===== src/include/spi_stat_pkg.sv =====
// Purpose: Constants for the serial status and buffer interrupt block
// Assumes: 40 MHz aclk, AXI4-Lite register access
// Notes:   Offsets are byte addresses on the register bus
package spi_stat_pkg;
   localparam int          DATA_W      = 16;
   localparam int          FIFO_DEPTH  = 4;
   localparam int          CNT_W       = 3;
   localparam logic [7:0]  ADDR_STAT   = 8'h00;
   localparam logic [7:0]  ADDR_DATA   = 8'h04;
   localparam logic [7:0]  ADDR_CTRL   = 8'h08;
   localparam logic [7:0]  ADDR_IRQST  = 8'h0c;
   localparam logic [7:0]  ADDR_IRQMSK = 8'h10;
   localparam int          BIT_ON      = 15;
   localparam int          BIT_IDLE    = 13;
   localparam int          BEC_HI      = 10;
   localparam int          BEC_LO      = 8;
   localparam int          BIT_SRMT    = 7;
   localparam int          BIT_ROV     = 6;
   localparam int          BIT_RXMT    = 5;
   localparam int          SEL_HI      = 4;
   localparam int          SEL_LO      = 2;
   localparam int          BIT_TBF     = 1;
   localparam int          BIT_RBF     = 0;
   localparam int          CTRL_MASTER = 0;
   localparam int          CTRL_ENH    = 1;
   localparam int          CTRL_IDLE   = 2;
   localparam int          IRQ_W       = 2;
   localparam int          IRQ_BUF     = 0;
   localparam int          IRQ_OVF     = 1;
   localparam logic [2:0]  SEL_TXFULL  = 3'h7;
   localparam logic [2:0]  SEL_TXMT    = 3'h6;
   localparam logic [2:0]  SEL_DONE    = 3'h5;
   localparam logic [2:0]  SEL_TXOPEN  = 3'h4;
   localparam logic [2:0]  SEL_RXFULL  = 3'h3;
   localparam logic [2:0]  SEL_RX34    = 3'h2;
   localparam logic [2:0]  SEL_RXAVL   = 3'h1;
   localparam logic [2:0]  SEL_RXREAD  = 3'h0;
   localparam logic [1:0]  RESP_OKAY   = 2'h0;
   localparam logic [1:0]  RESP_SLVERR = 2'h2;
   typedef enum logic [1:0] {
      SH_IDLE = 2'b00,
      SH_LOAD = 2'b01,
      SH_RUN  = 2'b11
   } shift_state_e;
endpackage


===== src/rtl/pin_sync.sv =====
// Purpose: Three-stage synchroniser with agreement filter
// Assumes: Asynchronous level input
// Notes:   Output changes when stages two and three agree
`timescale 1ns/1ps
module pin_sync (
   input  wire logic aclk,     // Block clock
   input  wire logic aresetn,  // Sync reset, active low
   input  wire logic din,      // Raw pin level
   output logic      dout      // Filtered level
);
   logic [2:0] s_q;
   logic       o_q;
   logic       o_d;

   // Output follows only when stages agree
   always_comb begin
      o_d = (s_q[1] == s_q[2]) ? s_q[2] : o_q;
   end

   // Stage one feeds only stage two
   always_ff @(posedge aclk) begin
      if (!aresetn) begin
         s_q <= 3'h0;
         o_q <= 1'b0;
      end else begin
         s_q <= {s_q[1:0], din};
         o_q <= o_d;
      end
   end

   assign dout = o_q;
endmodule // pin_sync


===== src/rtl/rx_fifo_mem.sv =====
// Purpose: Small receive word store with registered read
// Assumes: Pointers managed by the owner
// Notes:   Read data lag the address by one cycle
`timescale 1ns/1ps
module rx_fifo_mem #(
   parameter int WIDTH = 16,
   parameter int DEPTH = 4,
   parameter int AW    = 2
) (
   input  wire logic             aclk,   // Block clock
   input  wire logic             wr_en,  // Write strobe
   input  wire logic [AW-1:0]    wr_adr, // Write address
   input  wire logic [WIDTH-1:0] wr_dat, // Write data
   input  wire logic [AW-1:0]    rd_adr, // Read address
   output logic      [WIDTH-1:0] rd_dat  // Registered read data
);
   logic [WIDTH-1:0] mem_q [DEPTH];
   logic [WIDTH-1:0] rd_q;

   // Storage holds no reset; contents are qualified by count
   always_ff @(posedge aclk) begin
      if (wr_en) begin
         mem_q[wr_adr] <= wr_dat;
      end
      rd_q <= mem_q[rd_adr];
   end

   assign rd_dat = rd_q;
endmodule // rx_fifo_mem


===== src/rtl/spi_status_and_buffer_irq.sv =====
// Purpose: Serial status/control, receive store and buffer interrupt
// Assumes: Link clock slower than aclk/4; one word per frame
// Notes:   Shifter is a simple mode-0 engine; TX words load by bus
//
// Chosen here: the AXI4-Lite slave port and the placing of the registers.
`timescale 1ns/1ps
// Notes on behaviour
// - Enable bit 15 gives pins to port; clock and data drive only in master mode
// - Bit 13 halts module while idle
// - Bits 10-8 count pending or unread
// - Bit 7 set when shifter empty
// - Unread full buffer drops word, flags overflow
// - Overflow cleared by software; full flags hardware
// - Bit 5 set when receive store empty
// - Bits 4-2 pick irq, enhanced only
// - 111 irq when transmit full
// - 110 irq when transmit store empties
// - 101 irq when transfer completes
// - 100 irq when transmit slot frees
// - 011 irq when receive full
// - 010 irq at three quarters full
// - 001 irq while data available
// - 000 irq when last word read
// - Bits 14,12,11 read zero
module spi_status_and_buffer_irq import spi_stat_pkg::*; #(
   parameter int W     = DATA_W,
   parameter int DEPTH = FIFO_DEPTH
) (
   input  wire logic        aclk,          // Block clock
   input  wire logic        aresetn,       // Sync reset, active low
   input  wire logic [7:0]  s_awaddr,      // Write address
   input  wire logic        s_awvalid,     // Write address valid
   output logic             s_awready,     // Write address ready
   input  wire logic [31:0] s_wdata,       // Write data
   input  wire logic [3:0]  s_wstrb,       // Write strobes
   input  wire logic        s_wvalid,      // Write data valid
   output logic             s_wready,      // Write data ready
   output logic [1:0]       s_bresp,       // Write response
   output logic             s_bvalid,      // Write response valid
   input  wire logic        s_bready,      // Write response ready
   input  wire logic [7:0]  s_araddr,      // Read address
   input  wire logic        s_arvalid,     // Read address valid
   output logic             s_arready,     // Read address ready
   output logic [31:0]      s_rdata,       // Read data
   output logic [1:0]       s_rresp,       // Read response
   output logic             s_rvalid,      // Read data valid
   input  wire logic        s_rready,      // Read data ready
   input  wire logic        idle_mode,     // Device in idle mode
   input  wire logic        sck_in,        // Serial clock pin in
   input  wire logic        sdi_in,        // Serial data pin in
   input  wire logic        ss_n_in,       // Select pin in, active low
   output logic             sck_out,       // Serial clock pin out
   output logic             sck_oe,        // Serial clock drive enable
   output logic             sdo_out,       // Serial data out
   output logic             sdo_oe,        // Serial data drive enable
   output logic             irq            // Interrupt request level
);
   localparam int AW = $clog2(DEPTH);
   localparam logic [CNT_W:0] DEPTH_C = (CNT_W+1)'(DEPTH);
   localparam logic [CNT_W:0] THREEQ  = (CNT_W+1)'((3*DEPTH+3)/4);
   localparam logic [4:0]     BITS_C  = 5'(W);

   // Software control state
   logic             on_q, on_d, idle_sel_q, idle_sel_d;
   logic [2:0]       sel_q, sel_d;
   logic             master_q, master_d, enh_q, enh_d;
   logic             rov_q, rov_d;
   logic [IRQ_W-1:0] ist_q, ist_d, imsk_q, imsk_d;
   // Transmit holding and shifter
   logic [W-1:0]     tx_q, tx_d, sh_q, sh_d;
   logic             txf_q, txf_d;
   shift_state_e     st_q, st_d;
   logic [4:0]       bit_q, bit_d;
   logic [3:0]       div_q, div_d;
   logic             sck_q, sck_d, sdo_q, sdo_d;
   // Receive store
   logic [AW-1:0]    wp_q, wp_d, rp_q, rp_d;
   logic [CNT_W:0]   cnt_q, cnt_d;
   logic [W-1:0]     rd_dat;
   logic             push;
   // Bus
   logic             awr_q, awr_d, wr_q, wr_d, bv_q, bv_d;
   logic [1:0]       br_q, br_d, rr_q, rr_d;
   logic             arr_q, arr_d, rv_q, rv_d, rpend_q, rpend_d;
   logic [31:0]      rdat_q, rdat_d;
   logic [7:0]       rad_q, rad_d;
   logic             irq_q, irq_d, oe_q, oe_d;
   logic             sck_s, sdi_s, ss_s, sck_p_q;
   logic             run, wr_go, rd_go, data_rd;
   logic             ev_done, ev_load, ev_rxrd, cond;
   logic [15:0]      stat;

   pin_sync u_sck (.aclk(aclk), .aresetn(aresetn), .din(sck_in),
      .dout(sck_s));
   pin_sync u_sdi (.aclk(aclk), .aresetn(aresetn), .din(sdi_in),
      .dout(sdi_s));
   pin_sync u_ss  (.aclk(aclk), .aresetn(aresetn), .din(ss_n_in),
      .dout(ss_s));

   rx_fifo_mem #(.WIDTH(W), .DEPTH(DEPTH), .AW(AW)) u_mem (
      .aclk(aclk), .wr_en(push), .wr_adr(wp_q), .wr_dat(sh_q),
      .rd_adr(rp_q), .rd_dat(rd_dat));

   // Module runs when on and not halted by idle
   assign run = on_q && !(idle_sel_q && idle_mode);

   // Status word; unimplemented bits held at zero
   always_comb begin
      stat = 16'h0000;
      stat[BIT_ON] = on_q;
      stat[BIT_IDLE] = idle_sel_q;
      stat[BEC_HI:BEC_LO] = master_q ? {2'b00, txf_q} +
         CNT_W'(st_q != SH_IDLE) : cnt_q[CNT_W-1:0];
      stat[BIT_SRMT] = (st_q == SH_IDLE);
      stat[BIT_ROV] = rov_q;
      stat[BIT_RXMT] = (cnt_q == '0);
      stat[SEL_HI:SEL_LO] = sel_q;
      stat[BIT_TBF] = txf_q;
      stat[BIT_RBF] = (cnt_q == DEPTH_C);
   end

   assign wr_go = awr_q && wr_q;
   assign rd_go = rpend_q && !rv_q;
   assign data_rd = rd_go && (rad_q == ADDR_DATA) && (cnt_q != '0);
   // A completed word lands only if the store has room
   assign push = ev_done && (cnt_q != DEPTH_C);

   // Shifter: master drives divided clock, slave follows pin edges
   always_comb begin
      st_d = st_q; sh_d = sh_q; bit_d = bit_q; div_d = div_q;
      sck_d = sck_q; sdo_d = sdo_q; ev_done = 1'b0; ev_load = 1'b0;
      case (st_q)
         SH_IDLE: begin
            // A selected slave shifts in even with nothing to send
            if (run && (master_q ? txf_q : !ss_s)) begin
               st_d = SH_LOAD; sh_d = tx_q; ev_load = txf_q;
            end
         end
         SH_LOAD: begin
            st_d = SH_RUN; bit_d = '0; div_d = '0;
            sdo_d = sh_q[W-1];
         end
         SH_RUN: begin
            if (!run || (!master_q && ss_s)) begin // Deselect cuts frame
               st_d = SH_IDLE; sck_d = 1'b0;
            end else if (master_q) begin
               div_d = div_q + 4'h1;
               if (div_q == 4'hf) begin
                  sck_d = !sck_q;
                  if (!sck_q) begin
                     sh_d = {sh_q[W-2:0], sdi_s};
                     bit_d = bit_q + 5'h1;
                  end else begin
                     sdo_d = sh_q[W-1];
                  end
               end
            end else if (sck_s && !sck_p_q) begin
               sh_d = {sh_q[W-2:0], sdi_s};
               bit_d = bit_q + 5'h1;
            end else if (!sck_s && sck_p_q) begin
               sdo_d = sh_q[W-1];
            end
            if (bit_q == BITS_C && (!master_q || !sck_q)) begin
               st_d = SH_IDLE; ev_done = 1'b1;
            end
         end
         default: st_d = SH_IDLE;
      endcase
   end

   // Buffer interrupt condition, enhanced mode only
   always_comb begin
      case (sel_q)
         SEL_TXFULL: cond = txf_q;
         SEL_TXMT:   cond = ev_load;
         SEL_DONE:   cond = ev_done;
         SEL_TXOPEN: cond = ev_load;
         SEL_RXFULL: cond = (cnt_q == DEPTH_C);
         SEL_RX34:   cond = (cnt_q >= THREEQ);
         SEL_RXAVL:  cond = (cnt_q != '0);
         SEL_RXREAD: cond = ev_rxrd;
         default:    cond = 1'b0;
      endcase
      cond = cond && enh_q;
   end
   assign ev_rxrd = data_rd && (cnt_q == (CNT_W+1)'(1));

   // Register, store and bus state next values
   always_comb begin
      on_d = on_q; idle_sel_d = idle_sel_q; sel_d = sel_q;
      master_d = master_q; enh_d = enh_q; imsk_d = imsk_q;
      tx_d = tx_q; txf_d = txf_q; rov_d = rov_q; ist_d = ist_q;
      wp_d = wp_q; rp_d = rp_q; cnt_d = cnt_q;
      awr_d = awr_q; wr_d = wr_q; bv_d = bv_q; br_d = br_q;
      arr_d = arr_q; rv_d = rv_q; rr_d = rr_q; rpend_d = rpend_q;
      rdat_d = rdat_q; rad_d = rad_q;
      if (s_awvalid && !awr_q && !bv_q) awr_d = 1'b1;
      if (s_wvalid && !wr_q && !bv_q) wr_d = 1'b1;
      if (ev_load) txf_d = 1'b0;
      if (wr_go) begin
         awr_d = 1'b0; wr_d = 1'b0; bv_d = 1'b1; br_d = RESP_OKAY;
         case (s_awaddr)
            ADDR_STAT: begin
               if (s_wstrb[1]) begin
                  on_d = s_wdata[BIT_ON]; idle_sel_d = s_wdata[BIT_IDLE];
               end
               if (s_wstrb[0]) begin
                  sel_d = s_wdata[SEL_HI:SEL_LO];
                  if (!s_wdata[BIT_ROV]) rov_d = 1'b0;
               end
            end
            ADDR_DATA: if (!txf_q) begin
               tx_d = s_wdata[W-1:0]; txf_d = 1'b1;
            end
            ADDR_CTRL: begin
               master_d = s_wdata[CTRL_MASTER];
               enh_d = s_wdata[CTRL_ENH];
            end
            ADDR_IRQST: ist_d = ist_q & ~s_wdata[IRQ_W-1:0];
            ADDR_IRQMSK: imsk_d = s_wdata[IRQ_W-1:0];
            default: br_d = RESP_SLVERR;
         endcase
      end
      if (bv_q && s_bready) bv_d = 1'b0;
      if (s_arvalid && !arr_q && !rpend_q) begin
         arr_d = 1'b1; rad_d = s_araddr; rpend_d = 1'b1;
      end else begin
         arr_d = 1'b0;
      end
      if (rd_go) begin
         rv_d = 1'b1; rr_d = RESP_OKAY;
         case (rad_q)
            ADDR_STAT:   rdat_d = {16'h0000, stat};
            ADDR_DATA:   rdat_d = {16'h0000, rd_dat};
            ADDR_CTRL:   rdat_d = {29'h0, idle_mode, enh_q, master_q};
            ADDR_IRQST:  rdat_d = {30'h0, ist_q};
            ADDR_IRQMSK: rdat_d = {30'h0, imsk_q};
            default: begin
               rdat_d = 32'h0; rr_d = RESP_SLVERR;
            end
         endcase
      end
      if (rv_q && s_rready) begin
         rv_d = 1'b0; rpend_d = 1'b0;
      end
      if (data_rd) rp_d = rp_q + AW'(1);
      if (push) wp_d = wp_q + AW'(1);
      cnt_d = cnt_q + (CNT_W+1)'(push) - (CNT_W+1)'(data_rd);
      // Hardware set wins over software clear
      if (ev_done && !push) rov_d = 1'b1;
      if (cond) ist_d[IRQ_BUF] = 1'b1;
      if (ev_done && !push) ist_d[IRQ_OVF] = 1'b1;
   end

   // One level output from masked sticky bits
   assign irq_d = |(ist_d & imsk_d);
   assign oe_d = on_d && master_d;

   // Register everything on the block clock
   always_ff @(posedge aclk) begin
      if (!aresetn) begin
         on_q <= 1'b0; idle_sel_q <= 1'b0; sel_q <= 3'h0;
         master_q <= 1'b0; enh_q <= 1'b0; rov_q <= 1'b0;
         ist_q <= '0; imsk_q <= '0; tx_q <= '0; txf_q <= 1'b0;
         st_q <= SH_IDLE; sh_q <= '0; bit_q <= 5'h0; div_q <= 4'h0;
         sck_q <= 1'b0; sdo_q <= 1'b0; wp_q <= '0; rp_q <= '0;
         cnt_q <= '0; awr_q <= 1'b0; wr_q <= 1'b0; bv_q <= 1'b0;
         br_q <= 2'h0; arr_q <= 1'b0; rv_q <= 1'b0; rr_q <= 2'h0;
         rpend_q <= 1'b0; rdat_q <= 32'h0; rad_q <= 8'h0;
         irq_q <= 1'b0; oe_q <= 1'b0; sck_p_q <= 1'b0;
      end else begin
         on_q <= on_d; idle_sel_q <= idle_sel_d; sel_q <= sel_d;
         master_q <= master_d; enh_q <= enh_d; rov_q <= rov_d;
         ist_q <= ist_d; imsk_q <= imsk_d; tx_q <= tx_d; txf_q <= txf_d;
         st_q <= st_d; sh_q <= sh_d; bit_q <= bit_d; div_q <= div_d;
         sck_q <= sck_d; sdo_q <= sdo_d; wp_q <= wp_d; rp_q <= rp_d;
         cnt_q <= cnt_d; awr_q <= awr_d; wr_q <= wr_d; bv_q <= bv_d;
         br_q <= br_d; arr_q <= arr_d; rv_q <= rv_d; rr_q <= rr_d;
         rpend_q <= rpend_d; rdat_q <= rdat_d; rad_q <= rad_d;
         irq_q <= irq_d; oe_q <= oe_d; sck_p_q <= sck_s;
      end
   end

   // Outputs straight from flops
   assign s_awready = awr_q;
   assign s_wready  = wr_q;
   assign s_bvalid  = bv_q;
   assign s_bresp   = br_q;
   assign s_arready = arr_q;
   assign s_rvalid  = rv_q;
   assign s_rresp   = rr_q;
   assign s_rdata   = rdat_q;
   assign irq       = irq_q;
   assign sck_out   = sck_q;
   assign sck_oe    = oe_q;
   assign sdo_out   = sdo_q;
   assign sdo_oe    = oe_q;
endmodule // spi_status_and_buffer_irq


===== config.mk =====
export PLATFORM = sky130hd
export DESIGN_NAME = spi_status_and_buffer_irq
export DESIGN_NICKNAME = d
export VERILOG_FILES = /design/src/include/spi_stat_pkg.sv /design/src/rtl/pin_sync.sv /design/src/rtl/rx_fifo_mem.sv /design/src/rtl/spi_status_and_buffer_irq.sv
export SDC_FILE = /design/constraint.sdc
export NUM_CORES = 1
export LEC_CHECK = 0
export ABC_CLOCK_PERIOD_IN_PS = 2250
export BUFFER_PORTS_ARGS = -buffer_cell sky130_fd_sc_hd__buf_2
export CAP_MARGIN = 20
export CORE_AREA = 5 5 155 157
export DETAILED_ROUTE_END_ITERATION = 7
export DIE_AREA = 0 0 160 162
export HOLD_SLACK_MARGIN = 0.12
export PLACE_DENSITY_LB_ADDON = 0.08
export SLEW_MARGIN = 20
export SYNTH_ARGS = -nofsm -noshare
export SYNTH_HDL_FRONTEND = slang
export SYNTH_SLANG_ARGS = --single-unit

===== constraint.sdc =====
create_clock -name aclk -period 2.25 [get_ports aclk]
set_input_delay 0.1125 -clock aclk [delete_from_list [all_inputs] [get_ports aclk]]
set_output_delay 0.1125 -clock aclk [all_outputs]
set_load 0.005 [all_outputs]

==> results.py <==
metrics = {
    "worst_hold_path": {
        "min_to": "s_awready$_SDFFE_PP0P_",
        "hold_path_depth": 3,
        "hold_class": "input port to register",
        "hold_path.startpoint": "aresetn",
    },
    "global_routing": {
        "gr-usage-all-layers_pct": 15.7,
        "grt-ovfl-total": 0,
        "antenna_found_initial": 0,
        "grt_pass1_wl_mm": 31.8,
        "grt_max_degree": 64,
        "grt_pass1_vias": 5654,
    },
    "clock_network": {
        "htree_levels": 4,
        "clock_sinks": 193,
        "cts_max_path_buffers": 2,
        "cts.clk_slew.worst_paths_ns": 0.07,
        "cts_tree": "built",
        "root_buffer": "clkbuf_16",
        "clk_latency_ns": 0.44,
        "numCtsBuffers": 17,
    },
    "pwr": {
        "leakage_nw": 3.78,
        "powerDensity_nw_per_um2": 729,
        "vdd_drop_max_mv": 0.419,
    },
    "routing": {
        "vias": 5608,
        "drc": 0,
        "drtIter0Drc": 313,
        "routed_wl_mm": 19.9,
        "drtAntennaViolNets": 0,
        "wire_per_inst_um": 17.7,
        "drtPass1Iterations": 5,
        "post_drt_via_cell_ratio": 4.98,
    },
    "cells_and_area": {
        "fillers": 2119,
        "fin_area_um2": 9730,
        "final_common_cell": "dfxtp_1",
        "antennaDiodeCount": 0,
        "final_nets": 906,
        "layout_common_cells": "127 x dfxtp_1, 92 x nand2_1, 72 x buf_2",
        "drive_gt1_share_pct": 24.3,
        "syn2layout_area_growth_pct": 25.5,
    },
    "place": {
        "dpl.hpwl_mm": 13.8,
        "io_buffers": 72,
        "place.gp.congestion": 0.770,
        "placed_area_um2": 8600,
    },
    "timing": {
        "fin_setup_tns_ns": 0,
        "final_hold_viol_count": 0,
        "timing.hold.ws_ns": 0.142,
        "slew-limit-headroom_pct": 46.3,
        "skew_ns": 0.0108,
        "setup_violations": 0,
        "tightest_slew_ns": 0.805,
        "rsz0062_at_grt": "yes",
        "max_freq_mhz": 446,
        "slew_viol_final": 0,
        "finalCritPeriodShare_pct": 99.7,
        "period_needed_ns": 2.24,
    },
    "worst_setup_path": {
        "required_ns": 2.57,
        "worstPathArrival_ns": 2.56,
        "crit_type": "register to register",
        "rr_worst_depth": 9,
        "r2r-end": "cnt_q[1]$_SDFF_PN0_",
        "reg2reg_from": "rad_q[6]$_SDFFE_PN0P_",
        "crit_start": "rad_q[6]$_SDFFE_PN0P_",
        "critPathCaptureType": "register",
        "rrSetupSlack_ns": 0.007,
        "worstPathMaxFanout": 3,
        "worstSetupStartpointType": "register",
    },
    "yosys": {
        "synth_edf_count": 64,
        "async_reset_ff_share_pct": 0,
        "synth_top_family_by_area": "simple AND/OR/NAND/NOR gates",
        "synth_cells": 692,
        "synth_ff_type": "dfxtp_1",
        "synthAdderAreaFrac_pct": 2.52,
        "synth_seq_cells": 193,
        "synth.distinct_cells": 61,
        "netlist_area_um2": 7750,
        "synth_compound_area_share_pct": 10.2,
        "yosys.area_share.simple_pct": 15.9,
        "yosys.area_share.xor_xnor_pct": 0.791,
        "synth_warnings": 0,
        "synthMuxAreaShare_pct": 7.68,
        "ys_seq_area_share_pct": 58.1,
        "avgSynthCellArea_um2": 11.2,
    },
    "die": {
        "die_h_um": 162,
        "core_region_area_um2": 22400,
        "std_cell_rows": 55,
        "io_pins": 109,
        "dieArea_um2": 25900,
        "initial_utilization_pct": 34.7,
        "die_w_um": 160,
    },
    "status": {
        "status": "complete, no violations",
    },
    "run": {
        "drv_cap": 0,
    },
}
[sequential cells by signal, indices dropped and copies added, names as in the netlist, 2 cells and up]
register,cells
bit_q,5
cnt_q,4
div_q,4
imsk_q,2
ist_q,2
rad_q,8
rp_q,2
s_rdata,16
sel_q,3
sh_q,16
st_q,2
tx_q,16
u_mem.mem_q,64
u_mem.rd_dat,16
u_sck.s_q,3
u_sdi.s_q,3
u_ss.s_q,3
wp_q,2
[worst max-delay path: stages, from the launching register on]
cell,delay [ns]
dfxtp_2,0.34
nor4_4,0.27
buf_4,0.16
nand4_1,0.15
nor2_2,0.22
ha_4,0.22
inv_2,0.06
ha_4,0.13
fa_2,0.42
and2_1,0.17
[per-layer routing]
layer	GRT usage, %	vias up	share of wire (%)	routed length, um
met3	3.63	18	3.7	737
met5	0	-	0	0
met1	20.4	2773	46	9150
met4	4.38	0	1.1	226
li1	-	2719	-	-
met2	26.4	98	49	9810
[worst max-delay path by stage]
stage	cells after the start	end
after floorplan	12	cnt_q[2]$_SDFF_PN0_
after global placement	12	cnt_q[2]$_SDFF_PN0_
after detailed placement	12	cnt_q[2]$_SDFF_PN0_
after CTS	11	cnt_q[3]$_SDFF_PN0_
after global routing	11	cnt_q[3]$_SDFF_PN0_
final	9	cnt_q[1]$_SDFF_PN0_
[final cells by class]
class	instances	area, um^2	area share, %
multi-input combinational	444	3030	31.1
clock inverter	12	131	1.35
sequential	193	4510	46.3
tap	285	357	3.66
inverter	16	62.6	0.643
clock buffer	20	489	5.03
timing repair buffer	156	1160	11.9
[Yosys cell counts, drive strengths merged (2+ instances only)]
cell type / count / area, um^2
nor4b: 2 / 32.5
nor3: 3 / 42.5
a21boi: 3 / 26.3
nor2: 72 / 270
edfxtp: 64 / 1920
inv: 15 / 56.3
o21a: 3 / 22.5
nor2b: 6 / 37.5
nor4: 4 / 25.0
a222oi: 8 / 80.1
nand4: 10 / 62.6
o21ai: 17 / 88.8
buf: 36 / 236
nor3b: 4 / 30.0
and3: 2 / 12.5
ha: 14 / 175
a22oi: 6 / 45.0
a21oi: 39 / 206
mux2: 2 / 22.5
xor2: 3 / 26.3
a31oi: 6 / 37.5
clkbuf: 20 / 75.1
nand2: 92 / 345
o31ai: 5 / 37.5
mux4: 17 / 383
and2: 23 / 145
nand3: 16 / 85.1
nand2b: 10 / 62.6
and2b: 2 / 17.5
a311oi: 18 / 158
dfxtp: 129 / 2580
mux2i: 19 / 190
xnor2: 4 / 35.0
[stage by stage]
stage	power (mW)	worst slack, ns	utilization [%]	std cells
finish	7.10	0.00749	43.5	1126
global route	7.38	-0.115	43.5	1126
CTS	7.19	0.0117	43.2	1122
detailed placement	3.97	-0.0745	38.5	1047
global placement	3.96	-0.0223	38.5	1047
floorplan	3.86	0.00735	-	709
[report_power, final]
| part | internal (mW) | switching [mW] |
|---|---|---|
| registers | 3.60 | 0.0244 |
| clock network | 1.74 | 1.42 |
| logic | 0.152 | 0.162 |
| total | 5.49 | 1.61 |
[timing repair]
item	in CTS	in global routing
setup buffers	7	4
hold buffers	36	0
pin swaps	6	11
gates resized for setup	10	9
hold endpoints to repair	45	0
setup endpoints to repair	3	3
[cells by family (layout without fill, tap and decap cells)]
logic type,Yosys count,in the layout
flops,193,193
simple gates,251,251
fa+ha+maj,15,15
compound gates,115,115
mux,38,38
xor+xnor,7,7
buf+inv,72,204
other cells,1,18
Note: power is estimated with default switching activity, not from simulation.
